===== src/verilog/usbe_pkg.sv =====
/*
 Shared constants for the endpoint state and counter logic and the host end:
 register offsets, field positions, status encodings, PIDs and handshake codes.
 Assumes a single 250 MHz clock domain on both ends of the link.
*/
`default_nettype none
package usbe_pkg;
	localparam int          CLK_PERIOD_NS = 4;
	// Host gives up waiting for an answer after this long
	localparam int          HOST_WAIT_NS  = 256;
	localparam logic [7:0]  HOST_WAIT_CYC = 8'(HOST_WAIT_NS / CLK_PERIOD_NS);

	localparam logic [7:0]  OFF_USBCTL  = 8'h22;
	localparam logic [7:0]  OFF_EP0     = 8'h25;
	localparam logic [7:0]  OFF_CNT0RX  = 8'h26;
	localparam logic [7:0]  OFF_CNT0TX  = 8'h27;
	localparam logic [7:0]  OFF_EP2RX   = 8'h2A;
	localparam logic [7:0]  OFF_CNT2RX  = 8'h2B;
	localparam logic [7:0]  OFF_DEVSTAT = 8'h35;
	localparam logic [7:0]  OFF_TXCTL [1:5] = '{8'h28, 8'h2C, 8'h2E, 8'h30, 8'h32};
	localparam logic [7:0]  OFF_TXCNT [1:5] = '{8'h29, 8'h2D, 8'h2F, 8'h31, 8'h33};

	// Endpoint control fields (transmit and receive endpoints)
	localparam int          F_DONE = 3;
	localparam int          F_TOG  = 2;
	// Control endpoint fields
	localparam int          F0_DONE  = 7;
	localparam int          F0_TTOG  = 6;
	localparam int          F0_TSTAT = 4;
	localparam int          F0_RTOG  = 2;
	localparam int          F0_RSTAT = 0;
	// Own status bits and force-reset bit
	localparam int          F_FORCE  = 0;
	localparam int          F_OVR    = 0;
	localparam int          F_RSTEV  = 1;

	localparam int          CNT_S_W = 4;
	localparam int          CNT_B_W = 7;
	localparam logic [7:0]  REG_RESET = 8'h00;

	localparam logic [1:0]  ST_DIS   = 2'h0;
	localparam logic [1:0]  ST_STALL = 2'h1;
	localparam logic [1:0]  ST_NAK   = 2'h2;
	localparam logic [1:0]  ST_VALID = 2'h3;

	localparam logic [1:0]  PID_OUT   = 2'h0;
	localparam logic [1:0]  PID_IN    = 2'h2;
	localparam logic [1:0]  PID_SETUP = 2'h3;

	localparam logic [1:0]  HS_ACK   = 2'h0;
	localparam logic [1:0]  HS_NAK   = 2'h1;
	localparam logic [1:0]  HS_STALL = 2'h2;
	localparam logic [1:0]  HS_NONE  = 2'h3;
endpackage
`default_nettype wire


===== src/verilog/usbe_link_if.sv =====
/*
 Transaction-level link between the host end and the device endpoint logic.
 Both ends run on the same clock; every signal is driven from a flip-flop.
*/
`timescale 1ns/1ps
`default_nettype none
interface usbe_link_if;
	logic       tok_valid;
	logic [1:0] tok_pid;
	logic [2:0] tok_ep;
	logic       dat_valid;
	logic [7:0] dat_byte;
	logic       dat_end;
	logic       dat_pid;
	logic       dat_crc_ok;
	logic       ack;
	logic       bus_reset;
	logic       hs_valid;
	logic [1:0] hs_code;
	logic       in_valid;
	logic [6:0] in_len;
	logic       in_pid;

	modport dev (
		input  tok_valid, tok_pid, tok_ep, dat_valid, dat_byte, dat_end, dat_pid,
		input  dat_crc_ok, ack, bus_reset,
		output hs_valid, hs_code, in_valid, in_len, in_pid
	);
	modport host (
		output tok_valid, tok_pid, tok_ep, dat_valid, dat_byte, dat_end, dat_pid,
		output dat_crc_ok, ack, bus_reset,
		input  hs_valid, hs_code, in_valid, in_len, in_pid
	);
endinterface
`default_nettype wire


===== src/verilog/usbe_dev.sv =====
/*
 Device end: endpoint handshake state, data toggles, done flags and byte
 counters, with a plain software register port. Assumes the host end keeps
 one transaction at a time and sends its data packet right after the token.
*/
// Added by the designer: the register offsets and the strobed register port.
`timescale 1ns/1ps
`default_nettype none
module usbe_dev (
	// Clock and reset
	input  wire logic       clk,
	input  wire logic       rst_n,
	// Link to host
	usbe_link_if.dev        link,
	// Software register port
	input  wire logic [7:0] sw_addr,
	input  wire logic [7:0] sw_wdata,
	input  wire logic       sw_wr,
	input  wire logic       sw_rd,
	output logic [7:0]      sw_rdata,
	// Accepted receive bytes
	output logic            rx_store_valid,
	output logic [7:0]      rx_store_byte
);
	import usbe_pkg::*;

	typedef enum logic [1:0] {S_IDLE = 2'b00, S_RX = 2'b01, S_TXW = 2'b10} usbe_st_e;

	usbe_st_e   st_q;
	logic [2:0] cur_ep_q;
	logic       cur_setup_q, cur_ovr_q;
	logic [1:0] mode_q;
	logic       e0_done_q, e0_ttog_q, e0_rtog_q;
	logic [1:0] e0_tstat_q, e0_rstat_q;
	logic [3:0] cnt0rx_q, cnt0tx_q;
	logic       r2_done_q, r2_tog_q;
	logic [1:0] r2_stat_q;
	logic [6:0] cnt2rx_q;
	logic       tx_done_q [1:5];
	logic       tx_tog_q  [1:5];
	logic [1:0] tx_stat_q [1:5];
	logic [6:0] tx_cnt_q  [1:5];
	logic       force_q, rst_prev_q, ovr_q, rstev_q;
	logic       hs_valid_q, in_valid_q, in_pid_q, rx_store_valid_q;
	logic [1:0] hs_code_q;
	logic [6:0] in_len_q;
	logic [7:0] rx_store_byte_q, rdata_q, rd_mux;

	logic       usb_rst, tok_go, is_in, is_setup, setup_go;
	logic [1:0] rx_sel, tx_sel, rx_mode;
	logic [6:0] tx_sel_cnt;
	logic       tx_sel_tog, rx_cnt_zero, cur_rtog, byte_take;
	logic       rx_end, rx_ack, rx_done, e0_stall, tx_ack;

	assign usb_rst  = link.bus_reset | force_q;
	assign tok_go   = link.tok_valid & ~usb_rst;
	assign is_in    = link.tok_pid == PID_IN;
	assign is_setup = (link.tok_pid == PID_SETUP) && (link.tok_ep == 3'h0);

	// Endpoint state selected by the incoming token
	always_comb begin
		rx_sel = ST_DIS;
		tx_sel = ST_DIS;
		tx_sel_cnt = 7'h00;
		tx_sel_tog = 1'b0;
		if (link.tok_ep == 3'h0) begin
			rx_sel = e0_rstat_q;
			tx_sel = e0_tstat_q;
			tx_sel_cnt = {3'h0, cnt0tx_q};
			tx_sel_tog = e0_ttog_q;
		end
		if (link.tok_ep == 3'h2) begin
			rx_sel = r2_stat_q;
		end
		for (int i = 1; i <= 5; i++) begin
			if (link.tok_ep == 3'(i)) begin
				tx_sel = tx_stat_q[i];
				tx_sel_cnt = tx_cnt_q[i];
				tx_sel_tog = tx_tog_q[i];
			end
		end
	end

	assign rx_mode  = is_setup ? ((rx_sel != ST_DIS) ? ST_VALID : ST_DIS) :
	                  (link.tok_pid == PID_OUT) ? rx_sel : ST_DIS;
	assign setup_go = tok_go & is_setup & (rx_sel != ST_DIS);

	assign rx_cnt_zero = (cur_ep_q == 3'h0) ? (cnt0rx_q == 4'h0) : (cnt2rx_q == 7'h00);
	assign cur_rtog    = (cur_ep_q == 3'h0) ? e0_rtog_q : r2_tog_q;
	assign byte_take = (st_q == S_RX) & link.dat_valid & (mode_q == ST_VALID) &
	                   ~rx_cnt_zero & ~usb_rst;
	assign rx_end  = (st_q == S_RX) & link.dat_end & ~usb_rst;
	assign rx_ack  = rx_end & (mode_q == ST_VALID) & link.dat_crc_ok & ~cur_ovr_q;
	assign rx_done = rx_ack & (link.dat_pid == cur_rtog);
	assign tx_ack  = (st_q == S_TXW) & link.ack & ~usb_rst;
	assign e0_stall = (tok_go & is_in & (link.tok_ep == 3'h0) & (tx_sel == ST_STALL)) |
	                  (rx_end & (mode_q == ST_STALL) & (cur_ep_q == 3'h0));

	// Transaction sequencing
	always_ff @(posedge clk) begin
		if (!rst_n || usb_rst) begin
			st_q <= S_IDLE;
			cur_ep_q <= 3'h0;
			cur_setup_q <= 1'b0;
			cur_ovr_q <= 1'b0;
			mode_q <= ST_DIS;
		end else if (tok_go) begin
			cur_ep_q <= link.tok_ep;
			cur_setup_q <= is_setup;
			cur_ovr_q <= 1'b0;
			mode_q <= rx_mode;
			if (is_in) begin
				st_q <= (tx_sel == ST_VALID) ? S_TXW : S_IDLE;
			end else begin
				st_q <= (rx_mode != ST_DIS) ? S_RX : S_IDLE;
			end
		end else begin
			case (st_q)
				S_RX: begin
					if (link.dat_valid && mode_q == ST_VALID && rx_cnt_zero) begin
						cur_ovr_q <= 1'b1;
					end
					if (link.dat_end) begin
						st_q <= S_IDLE;
					end
				end
				S_TXW: begin
					if (link.ack) begin
						st_q <= S_IDLE;
					end
				end
				default: st_q <= S_IDLE;
			endcase
		end
	end

	// Handshake, IN data and store outputs
	always_ff @(posedge clk) begin
		if (!rst_n) begin
			hs_valid_q <= 1'b0;
			hs_code_q <= HS_NONE;
			in_valid_q <= 1'b0;
			in_len_q <= 7'h00;
			in_pid_q <= 1'b0;
			rx_store_valid_q <= 1'b0;
			rx_store_byte_q <= 8'h00;
		end else begin
			hs_valid_q <= 1'b0;
			in_valid_q <= 1'b0;
			rx_store_valid_q <= byte_take;
			if (byte_take) begin
				rx_store_byte_q <= link.dat_byte;
			end
			if (tok_go && is_in && tx_sel == ST_VALID) begin
				in_valid_q <= 1'b1;
				in_len_q <= tx_sel_cnt;
				in_pid_q <= tx_sel_tog;
			end
			if (tok_go && is_in && (tx_sel == ST_STALL || tx_sel == ST_NAK)) begin
				hs_valid_q <= 1'b1;
				hs_code_q <= (tx_sel == ST_STALL) ? HS_STALL : HS_NAK;
			end
			if (rx_end && (rx_ack || mode_q == ST_STALL || mode_q == ST_NAK)) begin
				hs_valid_q <= 1'b1;
				hs_code_q <= rx_ack ? HS_ACK : (mode_q == ST_STALL) ? HS_STALL : HS_NAK;
			end
		end
	end

	// Control endpoint register
	always_ff @(posedge clk) begin
		if (!rst_n) begin
			e0_done_q <= 1'b0;
			e0_ttog_q <= 1'b0;
			e0_rtog_q <= 1'b0;
			e0_tstat_q <= ST_DIS;
			e0_rstat_q <= ST_DIS;
		end else begin
			if (sw_wr && sw_addr == OFF_EP0) begin
				e0_ttog_q <= sw_wdata[F0_TTOG];
				e0_tstat_q <= sw_wdata[F0_TSTAT +: 2];
				e0_rtog_q <= sw_wdata[F0_RTOG];
				e0_rstat_q <= sw_wdata[F0_RSTAT +: 2];
			end
			if (setup_go) begin
				e0_rtog_q <= 1'b0;
				e0_ttog_q <= 1'b1;
			end
			if (rx_ack && cur_ep_q == 3'h0 && (rx_done || cur_setup_q)) begin
				e0_rtog_q <= rx_done ? ~e0_rtog_q : e0_rtog_q;
				e0_rstat_q <= ST_NAK;
				e0_tstat_q <= ST_NAK;
			end
			if (tx_ack && cur_ep_q == 3'h0) begin
				e0_ttog_q <= ~e0_ttog_q;
				e0_tstat_q <= ST_NAK;
				e0_rstat_q <= ST_NAK;
			end
			if (e0_stall) begin
				e0_tstat_q <= ST_STALL;
				e0_rstat_q <= ST_STALL;
			end
			if (usb_rst) begin
				e0_ttog_q <= 1'b0;
				e0_tstat_q <= ST_DIS;
				e0_rtog_q <= 1'b0;
				e0_rstat_q <= ST_DIS;
			end
			// Set wins over a software clear in the same cycle
			e0_done_q <= (rx_ack && cur_ep_q == 3'h0 && (rx_done || cur_setup_q)) ||
			             (tx_ack && cur_ep_q == 3'h0) ||
			             (e0_done_q && !(sw_wr && sw_addr == OFF_EP0 && !sw_wdata[F0_DONE]));
		end
	end

	// Receive endpoint 2 register
	always_ff @(posedge clk) begin
		if (!rst_n) begin
			r2_done_q <= 1'b0;
			r2_tog_q <= 1'b0;
			r2_stat_q <= ST_DIS;
		end else begin
			if (sw_wr && sw_addr == OFF_EP2RX) begin
				r2_tog_q <= sw_wdata[F_TOG];
				r2_stat_q <= sw_wdata[1:0];
			end
			if (rx_done && cur_ep_q == 3'h2) begin
				r2_tog_q <= ~r2_tog_q;
				r2_stat_q <= ST_NAK;
			end
			if (usb_rst) begin
				r2_tog_q <= 1'b0;
				r2_stat_q <= ST_DIS;
			end
			r2_done_q <= (rx_done && cur_ep_q == 3'h2) ||
			             (r2_done_q && !(sw_wr && sw_addr == OFF_EP2RX && !sw_wdata[F_DONE]));
		end
	end

	// Transmit endpoints 1 to 5
	for (genvar g = 1; g <= 5; g++) begin : g_tx
		always_ff @(posedge clk) begin
			if (!rst_n) begin
				tx_done_q[g] <= 1'b0;
				tx_tog_q[g] <= 1'b0;
				tx_stat_q[g] <= ST_DIS;
				tx_cnt_q[g] <= 7'h00;
			end else begin
				if (sw_wr && sw_addr == OFF_TXCTL[g]) begin
					tx_tog_q[g] <= sw_wdata[F_TOG];
					tx_stat_q[g] <= sw_wdata[1:0];
				end
				if (sw_wr && sw_addr == OFF_TXCNT[g]) begin
					tx_cnt_q[g] <= (g == 2) ? sw_wdata[6:0] : {3'h0, sw_wdata[3:0]};
				end
				if (tx_ack && cur_ep_q == 3'(g)) begin
					tx_tog_q[g] <= ~tx_tog_q[g];
					tx_stat_q[g] <= ST_NAK;
				end
				if (usb_rst) begin
					tx_tog_q[g] <= 1'b0;
					tx_stat_q[g] <= ST_DIS;
				end
				tx_done_q[g] <= (tx_ack && cur_ep_q == 3'(g)) ||
				                (tx_done_q[g] && !(sw_wr && sw_addr == OFF_TXCTL[g] &&
				                                   !sw_wdata[F_DONE]));
			end
		end
	end

	always_ff @(posedge clk) begin
		if (!rst_n) begin
			cnt0rx_q <= 4'h0;
			cnt0tx_q <= 4'h0;
			cnt2rx_q <= 7'h00;
		end else begin
			if (sw_wr && sw_addr == OFF_CNT0RX) begin
				cnt0rx_q <= sw_wdata[3:0];
			end else if (byte_take && cur_ep_q == 3'h0) begin
				cnt0rx_q <= cnt0rx_q - 4'h1;
			end
			if (sw_wr && sw_addr == OFF_CNT0TX) begin
				cnt0tx_q <= sw_wdata[3:0];
			end
			if (sw_wr && sw_addr == OFF_CNT2RX) begin
				cnt2rx_q <= sw_wdata[6:0];
			end else if (byte_take && cur_ep_q == 3'h2) begin
				cnt2rx_q <= cnt2rx_q - 7'h01;
			end
		end
	end

	// Force reset, overrun and reset-release status
	always_ff @(posedge clk) begin
		if (!rst_n) begin
			force_q <= 1'b0;
			rst_prev_q <= 1'b0;
			ovr_q <= 1'b0;
			rstev_q <= 1'b0;
		end else begin
			if (sw_wr && sw_addr == OFF_USBCTL) begin
				force_q <= sw_wdata[F_FORCE];
			end
			rst_prev_q <= usb_rst;
			ovr_q <= (rx_end && mode_q == ST_VALID && cur_ovr_q) ||
			         (ovr_q && !(sw_wr && sw_addr == OFF_DEVSTAT && !sw_wdata[F_OVR]));
			rstev_q <= (rst_prev_q && !usb_rst) ||
			           (rstev_q && !(sw_wr && sw_addr == OFF_DEVSTAT && !sw_wdata[F_RSTEV]));
		end
	end

	// Read mux
	always_comb begin
		rd_mux = REG_RESET;
		case (sw_addr)
			OFF_USBCTL:  rd_mux = {7'h00, force_q};
			OFF_EP0:     rd_mux = {e0_done_q, e0_ttog_q, e0_tstat_q, 1'b0, e0_rtog_q, e0_rstat_q};
			OFF_CNT0RX:  rd_mux = {4'h0, cnt0rx_q};
			OFF_CNT0TX:  rd_mux = {4'h0, cnt0tx_q};
			OFF_EP2RX:   rd_mux = {4'h0, r2_done_q, r2_tog_q, r2_stat_q};
			OFF_CNT2RX:  rd_mux = {1'b0, cnt2rx_q};
			OFF_DEVSTAT: rd_mux = {6'h00, rstev_q, ovr_q};
			default:     rd_mux = REG_RESET;
		endcase
		for (int i = 1; i <= 5; i++) begin
			if (sw_addr == OFF_TXCTL[i]) begin
				rd_mux = {4'h0, tx_done_q[i], tx_tog_q[i], tx_stat_q[i]};
			end
			if (sw_addr == OFF_TXCNT[i]) begin
				rd_mux = {1'b0, tx_cnt_q[i]};
			end
		end
	end

	always_ff @(posedge clk) begin
		if (!rst_n) begin
			rdata_q <= 8'h00;
		end else begin
			rdata_q <= sw_rd ? rd_mux : 8'h00;
		end
	end

	assign sw_rdata       = rdata_q;
	assign rx_store_valid = rx_store_valid_q;
	assign rx_store_byte  = rx_store_byte_q;
	assign link.hs_valid  = hs_valid_q;
	assign link.hs_code   = hs_code_q;
	assign link.in_valid  = in_valid_q;
	assign link.in_len    = in_len_q;
	assign link.in_pid    = in_pid_q;
endmodule
`default_nettype wire


===== src/flat_wrapper.sv =====
// flat-port wrapper written by rule: the top's interface ports become plain ports
module usbe_dev_flat import usbe_pkg::*;
  (clk, rst_n, sw_addr, sw_wdata, sw_wr, sw_rd, sw_rdata, rx_store_valid, rx_store_byte, link_tok_valid, link_tok_pid, link_tok_ep, link_dat_valid, link_dat_byte, link_dat_end, link_dat_pid, link_dat_crc_ok, link_ack, link_bus_reset, link_hs_valid, link_hs_code, link_in_valid, link_in_len, link_in_pid);
  usbe_link_if link_i ();
  input  wire logic clk;
  input  wire logic rst_n;
  input  wire logic [7:0] sw_addr;
  input  wire logic [7:0] sw_wdata;
  input  wire logic sw_wr;
  input  wire logic sw_rd;
  output logic [7:0] sw_rdata;
  output logic rx_store_valid;
  output logic [7:0] rx_store_byte;
  input wire logic [$bits(link_i.tok_valid)-1:0] link_tok_valid;
  input wire logic [$bits(link_i.tok_pid)-1:0] link_tok_pid;
  input wire logic [$bits(link_i.tok_ep)-1:0] link_tok_ep;
  input wire logic [$bits(link_i.dat_valid)-1:0] link_dat_valid;
  input wire logic [$bits(link_i.dat_byte)-1:0] link_dat_byte;
  input wire logic [$bits(link_i.dat_end)-1:0] link_dat_end;
  input wire logic [$bits(link_i.dat_pid)-1:0] link_dat_pid;
  input wire logic [$bits(link_i.dat_crc_ok)-1:0] link_dat_crc_ok;
  input wire logic [$bits(link_i.ack)-1:0] link_ack;
  input wire logic [$bits(link_i.bus_reset)-1:0] link_bus_reset;
  output wire logic [$bits(link_i.hs_valid)-1:0] link_hs_valid;
  output wire logic [$bits(link_i.hs_code)-1:0] link_hs_code;
  output wire logic [$bits(link_i.in_valid)-1:0] link_in_valid;
  output wire logic [$bits(link_i.in_len)-1:0] link_in_len;
  output wire logic [$bits(link_i.in_pid)-1:0] link_in_pid;
  assign link_i.tok_valid = link_tok_valid;
  assign link_i.tok_pid = link_tok_pid;
  assign link_i.tok_ep = link_tok_ep;
  assign link_i.dat_valid = link_dat_valid;
  assign link_i.dat_byte = link_dat_byte;
  assign link_i.dat_end = link_dat_end;
  assign link_i.dat_pid = link_dat_pid;
  assign link_i.dat_crc_ok = link_dat_crc_ok;
  assign link_i.ack = link_ack;
  assign link_i.bus_reset = link_bus_reset;
  assign link_hs_valid = link_i.hs_valid;
  assign link_hs_code = link_i.hs_code;
  assign link_in_valid = link_i.in_valid;
  assign link_in_len = link_i.in_len;
  assign link_in_pid = link_i.in_pid;
  usbe_dev u_core (.clk(clk), .rst_n(rst_n), .link(link_i), .sw_addr(sw_addr), .sw_wdata(sw_wdata), .sw_wr(sw_wr), .sw_rd(sw_rd), .sw_rdata(sw_rdata), .rx_store_valid(rx_store_valid), .rx_store_byte(rx_store_byte));
endmodule

===== config.mk =====
export PLATFORM = sky130hd
export DESIGN_NAME = usbe_dev_flat
export DESIGN_NICKNAME = d
export VERILOG_FILES = /design/src/verilog/usbe_pkg.sv /design/src/verilog/usbe_link_if.sv /design/src/verilog/usbe_dev.sv /design/src/flat_wrapper.sv
export SDC_FILE = /design/constraint.sdc
export NUM_CORES = 1
export LEC_CHECK = 0
export ABC_CLOCK_PERIOD_IN_PS = 2600
export BUFFER_PORTS_ARGS = -buffer_cell sky130_fd_sc_hd__buf_2
export CORE_MARGIN = 4
export CORE_UTILIZATION = 25
export DETAILED_ROUTE_END_ITERATION = 8
export GPL_ROUTABILITY_DRIVEN = 0
export SLEW_MARGIN = 40
export SYNTH_ARGS = -nofsm -noshare
export SYNTH_HDL_FRONTEND = slang
export SYNTH_SLANG_ARGS = --single-unit
export TNS_END_PERCENT = 50

===== constraint.sdc =====
create_clock -name clk -period 2.6 [get_ports clk]
set_clock_uncertainty 0.15 [all_clocks]
set_input_delay 0.39 -clock clk [delete_from_list [all_inputs] [get_ports clk]]
set_output_delay 0.39 -clock clk [all_outputs]
set_load 0.005 [all_outputs]

==> impl_metrics.ini, run 1 <==
[synthesis]
yosys_most_used_dff = dfxtp_1
yosysUniqueCellTypes = 69
syn-mean-instance-area_um2 = 9.12
ys_ff_latch = 111
synth_edf_count = 38
synth-seq-area-share_pct = 42.6
syn_nets = 715
async_reset_ff_share_pct = 0
syn_inst = 670
synth_area_mm2 = 0.00611
yosysWarnings = 0

[global_route]
grt_pass1_vias = 5147
grt_pass1_wl_um = 30600
grt_usage_pct = 15.0
grt.overflow.total = 0
antenna_found_initial = 0
grt_start_max_net_pins = 23

[timing]
tns_ns = 0
fin_crit_ns = 2.32
rsz0062_at_grt = false
hold_violations = 0
setup_viol = 0
relSlewSlack_pct = 50.0
tightestPinTransition_ns = 0.742
maxSlewViolCount = 0
fmax_mhz = 430
timing.final.crit_share_pct = 89.4

[cts]
clockRootBuffer = clkbuf_16
post_cts_buffers = 0
clk_path_buf_depth = 2
clock-sinks = 111
cts_hold_repair.buffers = 0
cts_resized = 0
numCtsBuffers = 9
clock_latency_ns = 0.36
cts_tree = built
cts_max_level = 3
path_clk_slew_ns = 0.08

[min_path]
worstHoldStart = link_dat_byte[3]
hold_path_depth = 3
hold_path.class = in -> reg
hold_end = u_core.rx_store_byte[3]

[placement]
dpl_cell_area_mm2 = 0.00690
portBuffers = 68
dp_hpwl_um = 15500

[die]
std_cell_rows = 56
dieHeight_um = 164
io_pins = 69
die_area_mm2 = 0.0270
core_area_mm2 = 0.0238
initial_core_util_pct = 25.7
die_x_um = 164

[routing]
drcViolationCount = 0
antenna_left = 0
first_iter_violations = 579
wl_per_cell_um = 18.9
avgViaCountPerCell = 5.20
drt-total-wl_um = 20100
num_vias = 5518
drtPass1Iterations = 6

[pwr]
peakVddDrop_mv = 0.290
power.leakage_nw = 2.71
power_density_mw_per_mm2 = 522

[cells_and_area]
final_layout_size_suffix_gt1_share_pct = 20.1
n_antenna_cell = 0
synthToLayoutAreaGrowth_pct = 18.2
design_area_mm2 = 0.00723
num-fill-cells = 2530
nets = 783

[critical_path]
crit_type = reg -> reg
worstPathArrival_ns = 2.42
rr_worst_depth = 10
reg2reg_from = u_core.tx_stat_q[2][0]
reg2reg_slack_ns = 0.28
cp_data_required_time_ns = 2.69
timing.rr.end = u_core.link.hs_code[1]
path_max_fanout = 3
crit_path_start_kind = flop
end_kind = flop

[job]
maxCapViolations = 0

[outcome]
status = completed
-- power breakdown --
group / switching [mW] / internal [mW]
sequential: 0.0318 / 1.83
clock: 0.697 / 0.859
combinational: 0.226 / 0.129
-- cell families after synthesis --
group                    share of synthesized area (%)
AO/OA/AOI/OAI                                     15.7
XOR/XNOR                                          1.72
adder cells (fa/ha/maj)                           1.02
buffers and inverters                             4.12
flip-flops                                        42.6
multiplexers                                      10.2
AND/OR/NAND/NOR                                   24.6
-- critical path, cell delays in order, from the launching register on --
cell	delay, ns
edfxtp_1	0.45
mux2i_1	0.20
nor2_1	0.06
a21oi_1	0.13
o221ai_1	0.19
ha_1	0.35
nor2_1	0.09
nand4b_1	0.13
o2bb2ai_1	0.16
a22oi_1	0.19
o21ai_0	0.11
-- final cells by class --
cell class                 count  area (um2)  area share [%]
tap                          319         399            5.52
inverter                      16        60.1           0.831
multi-input combinational    500        3260            45.1
timing repair buffer         100         581            8.03
sequential                   111        2600            36.0
clock inverter                 7         101            1.40
clock buffer                   9         225            3.12
-- registers in the layout, summed over array words and instances, names as in the netlist, 3 cells and up --
register / flops
u_core.cnt0rx_q: 4
u_core.cnt0tx_q: 4
u_core.cnt2rx_q: 7
u_core.cur_ep_q: 3
u_core.link.in_len: 7
u_core.rx_store_byte: 8
u_core.sw_rdata: 8
u_core.tx_cnt_q: 23
u_core.tx_done_q: 5
u_core.tx_stat_q: 10
u_core.tx_tog_q: 5
-- synth_stat cells (3+ instances only) --
master	instances	area share, %
inv_1	16	0.98
edfxtp_1	38	19
and3_1	4	0.41
ha_1	5	1.0
a22oi_1	7	0.86
a31oi_1	6	0.61
a21oi_1	43	3.5
nand4_1	16	1.6
nand2_1	56	3.4
mux4_2	5	1.8
or3b_1	3	0.43
o32ai_1	5	0.72
nand3b_1	4	0.49
nor3b_1	8	0.98
mux2_2	15	2.8
xor2_1	8	1.1
o211ai_1	8	0.98
nand3_1	30	2.5
nand4b_1	4	0.57
nor2b_1	10	1.0
buf_2	17	1.4
clkbuf_1	21	1.3
a211oi_1	4	0.49
nand2b_1	9	0.92
o221ai_1	4	0.57
xnor2_1	4	0.57
o22ai_1	17	1.7
nor3_1	15	1.2
a41oi_1	3	0.43
o21ai_0	29	2.4
dfxtp_1	73	24
or2_2	3	0.31
nor2_1	61	3.7
o31ai_1	3	0.37
and2_1	35	3.6
mux2i_1	34	5.6
a22o_1	3	0.43
or3_1	5	0.51
-- how the worst max path moves through the flow --
stage	from	endpoint	slack [ns]	cells past startpoint
global route	u_core.tx_stat_q[2][0]	u_core.link.hs_code[1]	0.09	10
CTS	u_core.tx_stat_q[2][0]	u_core.link.hs_code[1]	0.29	10
detailed placement	link_tok_ep[1]	u_core.link.hs_code[1]	0.06	11
finish	u_core.tx_stat_q[2][0]	u_core.link.hs_code[1]	0.28	10
global placement	link_tok_ep[1]	u_core.link.hs_code[1]	0.14	11
floorplan	link_tok_ep[1]	u_core.link.hs_code[1]	0.15	12
-- per-stage QoR --
step / hold slack (ns) / std cells / setup slack (ns) / utilization (%) / power (mW)
5_1_grt: 0.127 / 1062 / 0.0897 / 30.4 / 3.90
6_report: 0.111 / 1062 / 0.276 / 30.4 / 3.77
2_1_floorplan: 0.242 / 670 / 0.150 / - / 2.08
3_5_place_dp: 0.264 / 1046 / 0.0574 / 29.0 / 2.25
3_3_place_gp: 0.248 / 1046 / 0.140 / 29.0 / 2.25
4_1_cts: 0.0989 / 1062 / 0.293 / 30.4 / 3.79
-- layer usage --
| layer | GRT usage [%] | part of all wire [%] |
|---|---|---|
| met1 | 21.0 | 44 |
| met2 | 23.5 | 45 |
| met3 | 3.71 | 10 |
| met4 | 2.90 | 0.87 |
| met5 | 0 | 0 |
-- layout by cell type, fill, tap and decap left out, drive strengths merged, types with 15 or more instances in the layout --
| cell | n |
|---|---|
| mux2 | 15 |
| nor3 | 16 |
| buf | 100 |
| dfxtp | 73 |
| a21oi | 45 |
| nand2 | 56 |
| o21ai | 29 |
| and2 | 36 |
| inv | 20 |
| edfxtp | 38 |
| nand3 | 31 |
| mux2i | 34 |
| nor2 | 61 |
| nand4 | 16 |
| o22ai | 17 |
No activity file was read; power rests on OpenSTA's default activity.
==> run 2: changes to the inputs <==
--- a/config.mk
+++ b/config.mk
@@ -5,12 +5,13 @@
 export SDC_FILE = /design/constraint.sdc
 export NUM_CORES = 1
 export LEC_CHECK = 0
-export ABC_CLOCK_PERIOD_IN_PS = 2600
 export BUFFER_PORTS_ARGS = -buffer_cell sky130_fd_sc_hd__buf_2
 export CORE_MARGIN = 4
 export CORE_UTILIZATION = 25
+export CTS_BUF_LIST = sky130_fd_sc_hd__clkbuf_4
 export DETAILED_ROUTE_END_ITERATION = 8
 export GPL_ROUTABILITY_DRIVEN = 0
+export PLACE_DENSITY = 0.43
 export SLEW_MARGIN = 40
 export SYNTH_ARGS = -nofsm -noshare
 export SYNTH_HDL_FRONTEND = slang
==> run 2 against run 1 <==
Global-route usage is 1.3 points higher. Sequential power hardly changed. Highest routed layer unchanged. Via count decreased by 1.8%. Critical path depth shrank 2. Total power down 17%. Combinational power is 7.0% higher. Sequential share of layout area is 0.056 points lower. Clock-buffer cell count grew 1. Largest power group unchanged. Clock power is 43% lower.
==> impl_metrics.ini, run 2 (synthesis results as in run 1) <==
[die]
dieHeight_um = 164
die_x_um = 164
core_area_mm2 = 0.0238
initial_core_util_pct = 25.7
io_pins = 69
std_cell_rows = 56
die_area_mm2 = 0.0270

[global_route]
grt.overflow.total = 0
grt_usage_pct = 16.2
grt_pass1_vias = 5245
grt_pass1_wl_um = 32700
grt_start_max_net_pins = 21
antenna_found_initial = 1

[routing]
num_vias = 5416
first_iter_violations = 387
drcViolationCount = 0
avgViaCountPerCell = 4.98
drtPass1Iterations = 5
wl_per_cell_um = 20.2
drt-total-wl_um = 21900
antenna_left = 0

[timing]
hold_violations = 0
setup_viol = 0
timing.final.crit_share_pct = 92.8
fin_crit_ns = 2.41
rsz0062_at_grt = false
maxSlewViolCount = 0
relSlewSlack_pct = 54.1
tightestPinTransition_ns = 0.680
tns_ns = 0
fmax_mhz = 415

[cts]
path_clk_slew_ns = 0.20
clock-sinks = 111
numCtsBuffers = 9
clk_path_buf_depth = 2
cts_tree = built
post_cts_buffers = 0
clockRootBuffer = clkbuf_4
cts_max_level = 3
cts_resized = 0
clock_latency_ns = 0.52

[critical_path]
cp_data_required_time_ns = 2.87
crit_path_start_kind = flop
crit_type = reg -> reg
path_max_fanout = 9
end_kind = flop
worstPathArrival_ns = 2.68

[job]
maxCapViolations = 0

[cells_and_area]
top_register = u_core.tx_cnt_q
final_layout_size_suffix_gt1_share_pct = 21.0
final_cell_mix = 73 x dfxtp_1, 68 x buf_2, 61 x nor2_1, 56 x nand2_1, 44 x buf_4
final_common_cell = dfxtp_1
synthToLayoutAreaGrowth_pct = 18.4
nets = 807
largest_reg_flops = 23
fin_util_pct = 30.5
reg_top3 = u_core.tx_cnt_q (23), u_core.tx_stat_q (10)

[placement]
portBuffers = 68
dp_hpwl_um = 17000

[pwr]
peakVddDrop_mv = 0.175
power.leakage_nw = 2.73
power_density_mw_per_mm2 = 434

[outcome]
status = completed

[min_path]
hold_path.class = in -> reg
-- run 2: cell types whose count changed in the layout (fill, tap and decap cells not counted) --
cell	previous run	this run
diode_2	0	1
dlygate4sd3_1	0	12
clkbuf_4	0	10
clkbuf_16	9	0
buf_4	32	44
inv_6	1	2
bufinv_16	2	0
-- run 2: worst paths after layout --
check / startpoint / to / slack [ns] / depth (start not counted)
max: u_core.cnt2rx_q[1] / u_core.rx_store_byte[7] / 0.19 / 8
min: link_dat_valid / u_core.cur_ovr_q / 0.04 / 3
max reg2reg: u_core.cnt2rx_q[1] / u_core.rx_store_byte[7] / 0.19 / 8
min reg2reg: u_core.link.in_len[4] / u_core.link.in_len[4] / 0.31 / 2
-- run 2: layout make-up --
type / count / area [um2]
fill: 2572 / 16500
multi-input combinational: 500 / 3260
sequential: 111 / 2600
timing repair buffer: 124 / 791
tap: 319 / 399
clock buffer: 10 / 75.1
inverter: 16 / 60.1
clock inverter: 6 / 50.0
antenna: 1 / 2.50
-- run 2: worst max-delay path, stage by stage, from the launching register on --
cell and delay (ns):
dfxtp_1 0.35, inv_1 0.15, ha_1 0.18, nor4b_1 0.56, nand2_1 0.22, o211ai_1 0.21
buf_4 0.24, mux2i_1 0.21, nor2_1 0.05
-- run 2: timing repair --
item,in CTS,in global routing
endpoints found under the hold margin,12,0
endpoints found under the setup margin,0,0
hold buffers,12,0
-- run 2: where the power goes --
group / switching, mW / internal [mW] / leakage, nW
Sequential: 0.0346 / 1.83 / 0.972
Clock: 0.671 / 0.225 / 0.0742
Combinational: 0.231 / 0.148 / 1.68
Total: 0.937 / 2.20 / 2.73
-- run 2: through the flow --
stage                     instances  power [mW]  worst slack, ns  area (um2)  hold slack, ns
after floorplan                 670        2.08            0.150        6110           0.242
after global placement         1058        2.27            0.158        6990           0.262
after detailed placement       1058        2.27            0.137        6990           0.262
after CTS                      1086        3.17            0.212        7230         0.00426
after global routing           1087        3.27           0.0991        7240          0.0379
final                          1087        3.14            0.188        7240          0.0387
-- run 2: routing by layer --
layer  global-route usage, %  vias to the layer above  share of wire (%)
met5                       0                        -                  0
met4                    3.96                        0                1.0
met3                    1.91                       14                3.1
met2                    26.4                      112                 47
met1                    22.9                     2637                 49
li1                        -                     2653                  -
==> run 3: changes to the inputs <==
--- a/config.mk
+++ b/config.mk
@@ -6,12 +6,14 @@
 export NUM_CORES = 1
 export LEC_CHECK = 0
 export BUFFER_PORTS_ARGS = -buffer_cell sky130_fd_sc_hd__buf_2
+export CELL_PAD_IN_SITES_DETAIL_PLACEMENT = 2
+export CELL_PAD_IN_SITES_GLOBAL_PLACEMENT = 2
 export CORE_MARGIN = 4
 export CORE_UTILIZATION = 25
 export CTS_BUF_LIST = sky130_fd_sc_hd__clkbuf_4
 export DETAILED_ROUTE_END_ITERATION = 8
 export GPL_ROUTABILITY_DRIVEN = 0
-export PLACE_DENSITY = 0.43
+export PLACE_DENSITY = 0.6
 export SLEW_MARGIN = 40
 export SYNTH_ARGS = -nofsm -noshare
 export SYNTH_HDL_FRONTEND = slang
==> run 3 against run 2 <==
Setup slack better by 0.096 ns. Die area did not move. Maximum frequency up 4.1%. Total power shrank 1.0%. First-iteration DRC count decreased by 21%. Sequential share of layout area up 0.19 points. Hold slack got worse by 0.00050 ns. Sequential power is essentially flat. Clock power shrank 5.2%. Critical path depth grew 2. Register-to-register slack better by 0.096 ns. Routed wire length up 14%. Critical path type unchanged.
==> impl_metrics.ini, run 3 (synthesis results as in run 1) <==
[outcome]
status = completed

[critical_path]
reg2reg_slack_ns = 0.28
worstPathArrival_ns = 2.55
crit_path_start_kind = flop
crit_type = reg -> reg
path_max_fanout = 3
end_kind = flop
cp_data_required_time_ns = 2.84

[global_route]
grt_pass1_wl_um = 38000
grt_pass1_vias = 6155
grt.overflow.total = 0
grt_start_max_net_pins = 23
antenna_found_initial = 1
grt_usage_pct = 18.7

[job]
maxCapViolations = 0

[cts]
clk_path_buf_depth = 2
clockRootBuffer = clkbuf_4
cts_max_level = 3
cts_hold_repair.buffers = 9
path_clk_slew_ns = 0.18
post_cts_buffers = 0
cts_resized = 0
clock_latency_ns = 0.51
clock-sinks = 111
cts_tree = built
numCtsBuffers = 9

[placement]
pre_cts_slack_ns = 0.0583
dpl_cell_area_mm2 = 0.00699
dp_hpwl_um = 19400
dp.cells = 1057
portBuffers = 68

[pwr]
power.leakage_nw = 2.71
peakVddDrop_mv = 0.179
power.total_mw = 3.11
power_density_mw_per_mm2 = 432

[routing]
avgViaCountPerCell = 5.19
num_vias = 5624
wl_per_cell_um = 23.1
drtPass1Iterations = 5
antenna_left = 0
drcViolationCount = 0
first_iter_violations = 304
drt-total-wl_um = 25000

[die]
dieHeight_um = 164
io_pins = 69
std_cell_rows = 56
die_x_um = 164
core_area_mm2 = 0.0238
die_area_mm2 = 0.0270
initial_core_util_pct = 25.7

[timing]
fmax_mhz = 432
fin_ws_ns = 0.284
tightestPinTransition_ns = 0.740
hold_violations = 0
tns_ns = 0
timing.final.crit_share_pct = 89.1
rsz0062_at_grt = false
relSlewSlack_pct = 50.1
maxSlewViolCount = 0
setup_viol = 0
fin_crit_ns = 2.32

[cells_and_area]
layout.cells.non_filler = 1083
top_register = u_core.tx_cnt_q
final_common_cell = dfxtp_1
final_layout_size_suffix_gt1_share_pct = 20.8
final_cell_mix = 73 x dfxtp_1, 68 x buf_2, 61 x nor2_1, 56 x nand2_1, 43 x a21oi_1
reg_top3 = u_core.tx_cnt_q (23), u_core.tx_stat_q (10)
synthToLayoutAreaGrowth_pct = 17.8
design_area_mm2 = 0.00720
nets = 803
largest_reg_flops = 23

[min_path]
hold_path.class = in -> reg
[run 3: cell type report]
class,instances,area [um2]
clock inverter,4,21.3
antenna,1,2.50
timing repair buffer,120,766
multi-input combinational,500,3260
sequential,111,2600
fill,2665,16600
clock buffer,12,90.1
inverter,16,60.1
tap,319,399
[run 3: layer usage]
metal | track usage, % | part of all wire (%)
met1 | 24.7 | 45
met2 | 32.1 | 49
met3 | 2.69 | 3.4
met4 | 4.92 | 1.9
met5 | 0 | 0
[run 3: worst paths after layout]
check | from | end | cells after the start
min | link_dat_pid | u_core.e0_rtog_q | 3
max reg2reg | u_core.tx_stat_q[2][0] | u_core.link.hs_code[1] | 10
max | u_core.tx_stat_q[2][0] | u_core.link.hs_code[1] | 10
min reg2reg | u_core.rst_prev_q | u_core.rstev_q | 2
[run 3: through the flow]
step                hold slack (ns)  util (%)
floorplan                     0.242         -
global placement              0.287      29.4
detailed placement            0.287      29.4
CTS                         0.00496      30.3
global route                0.00755      30.3
finish                       0.0382      30.3
[run 3: critical path, stage by stage, from the launching register on]
cell and delay, ns:
edfxtp_1 0.49, mux2i_1 0.17, nor2_1 0.06, a21oi_1 0.11, o221ai_1 0.19, ha_1 0.35
nor2_1 0.09, nand4b_1 0.13, o2bb2ai_1 0.16, a22oi_1 0.20, o21ai_0 0.11
[run 3: power by group]
group          switching (mW)  internal (mW)
Sequential             0.0374           1.83
Combinational           0.246          0.145
Clock                   0.623          0.227
Total                   0.906           2.20
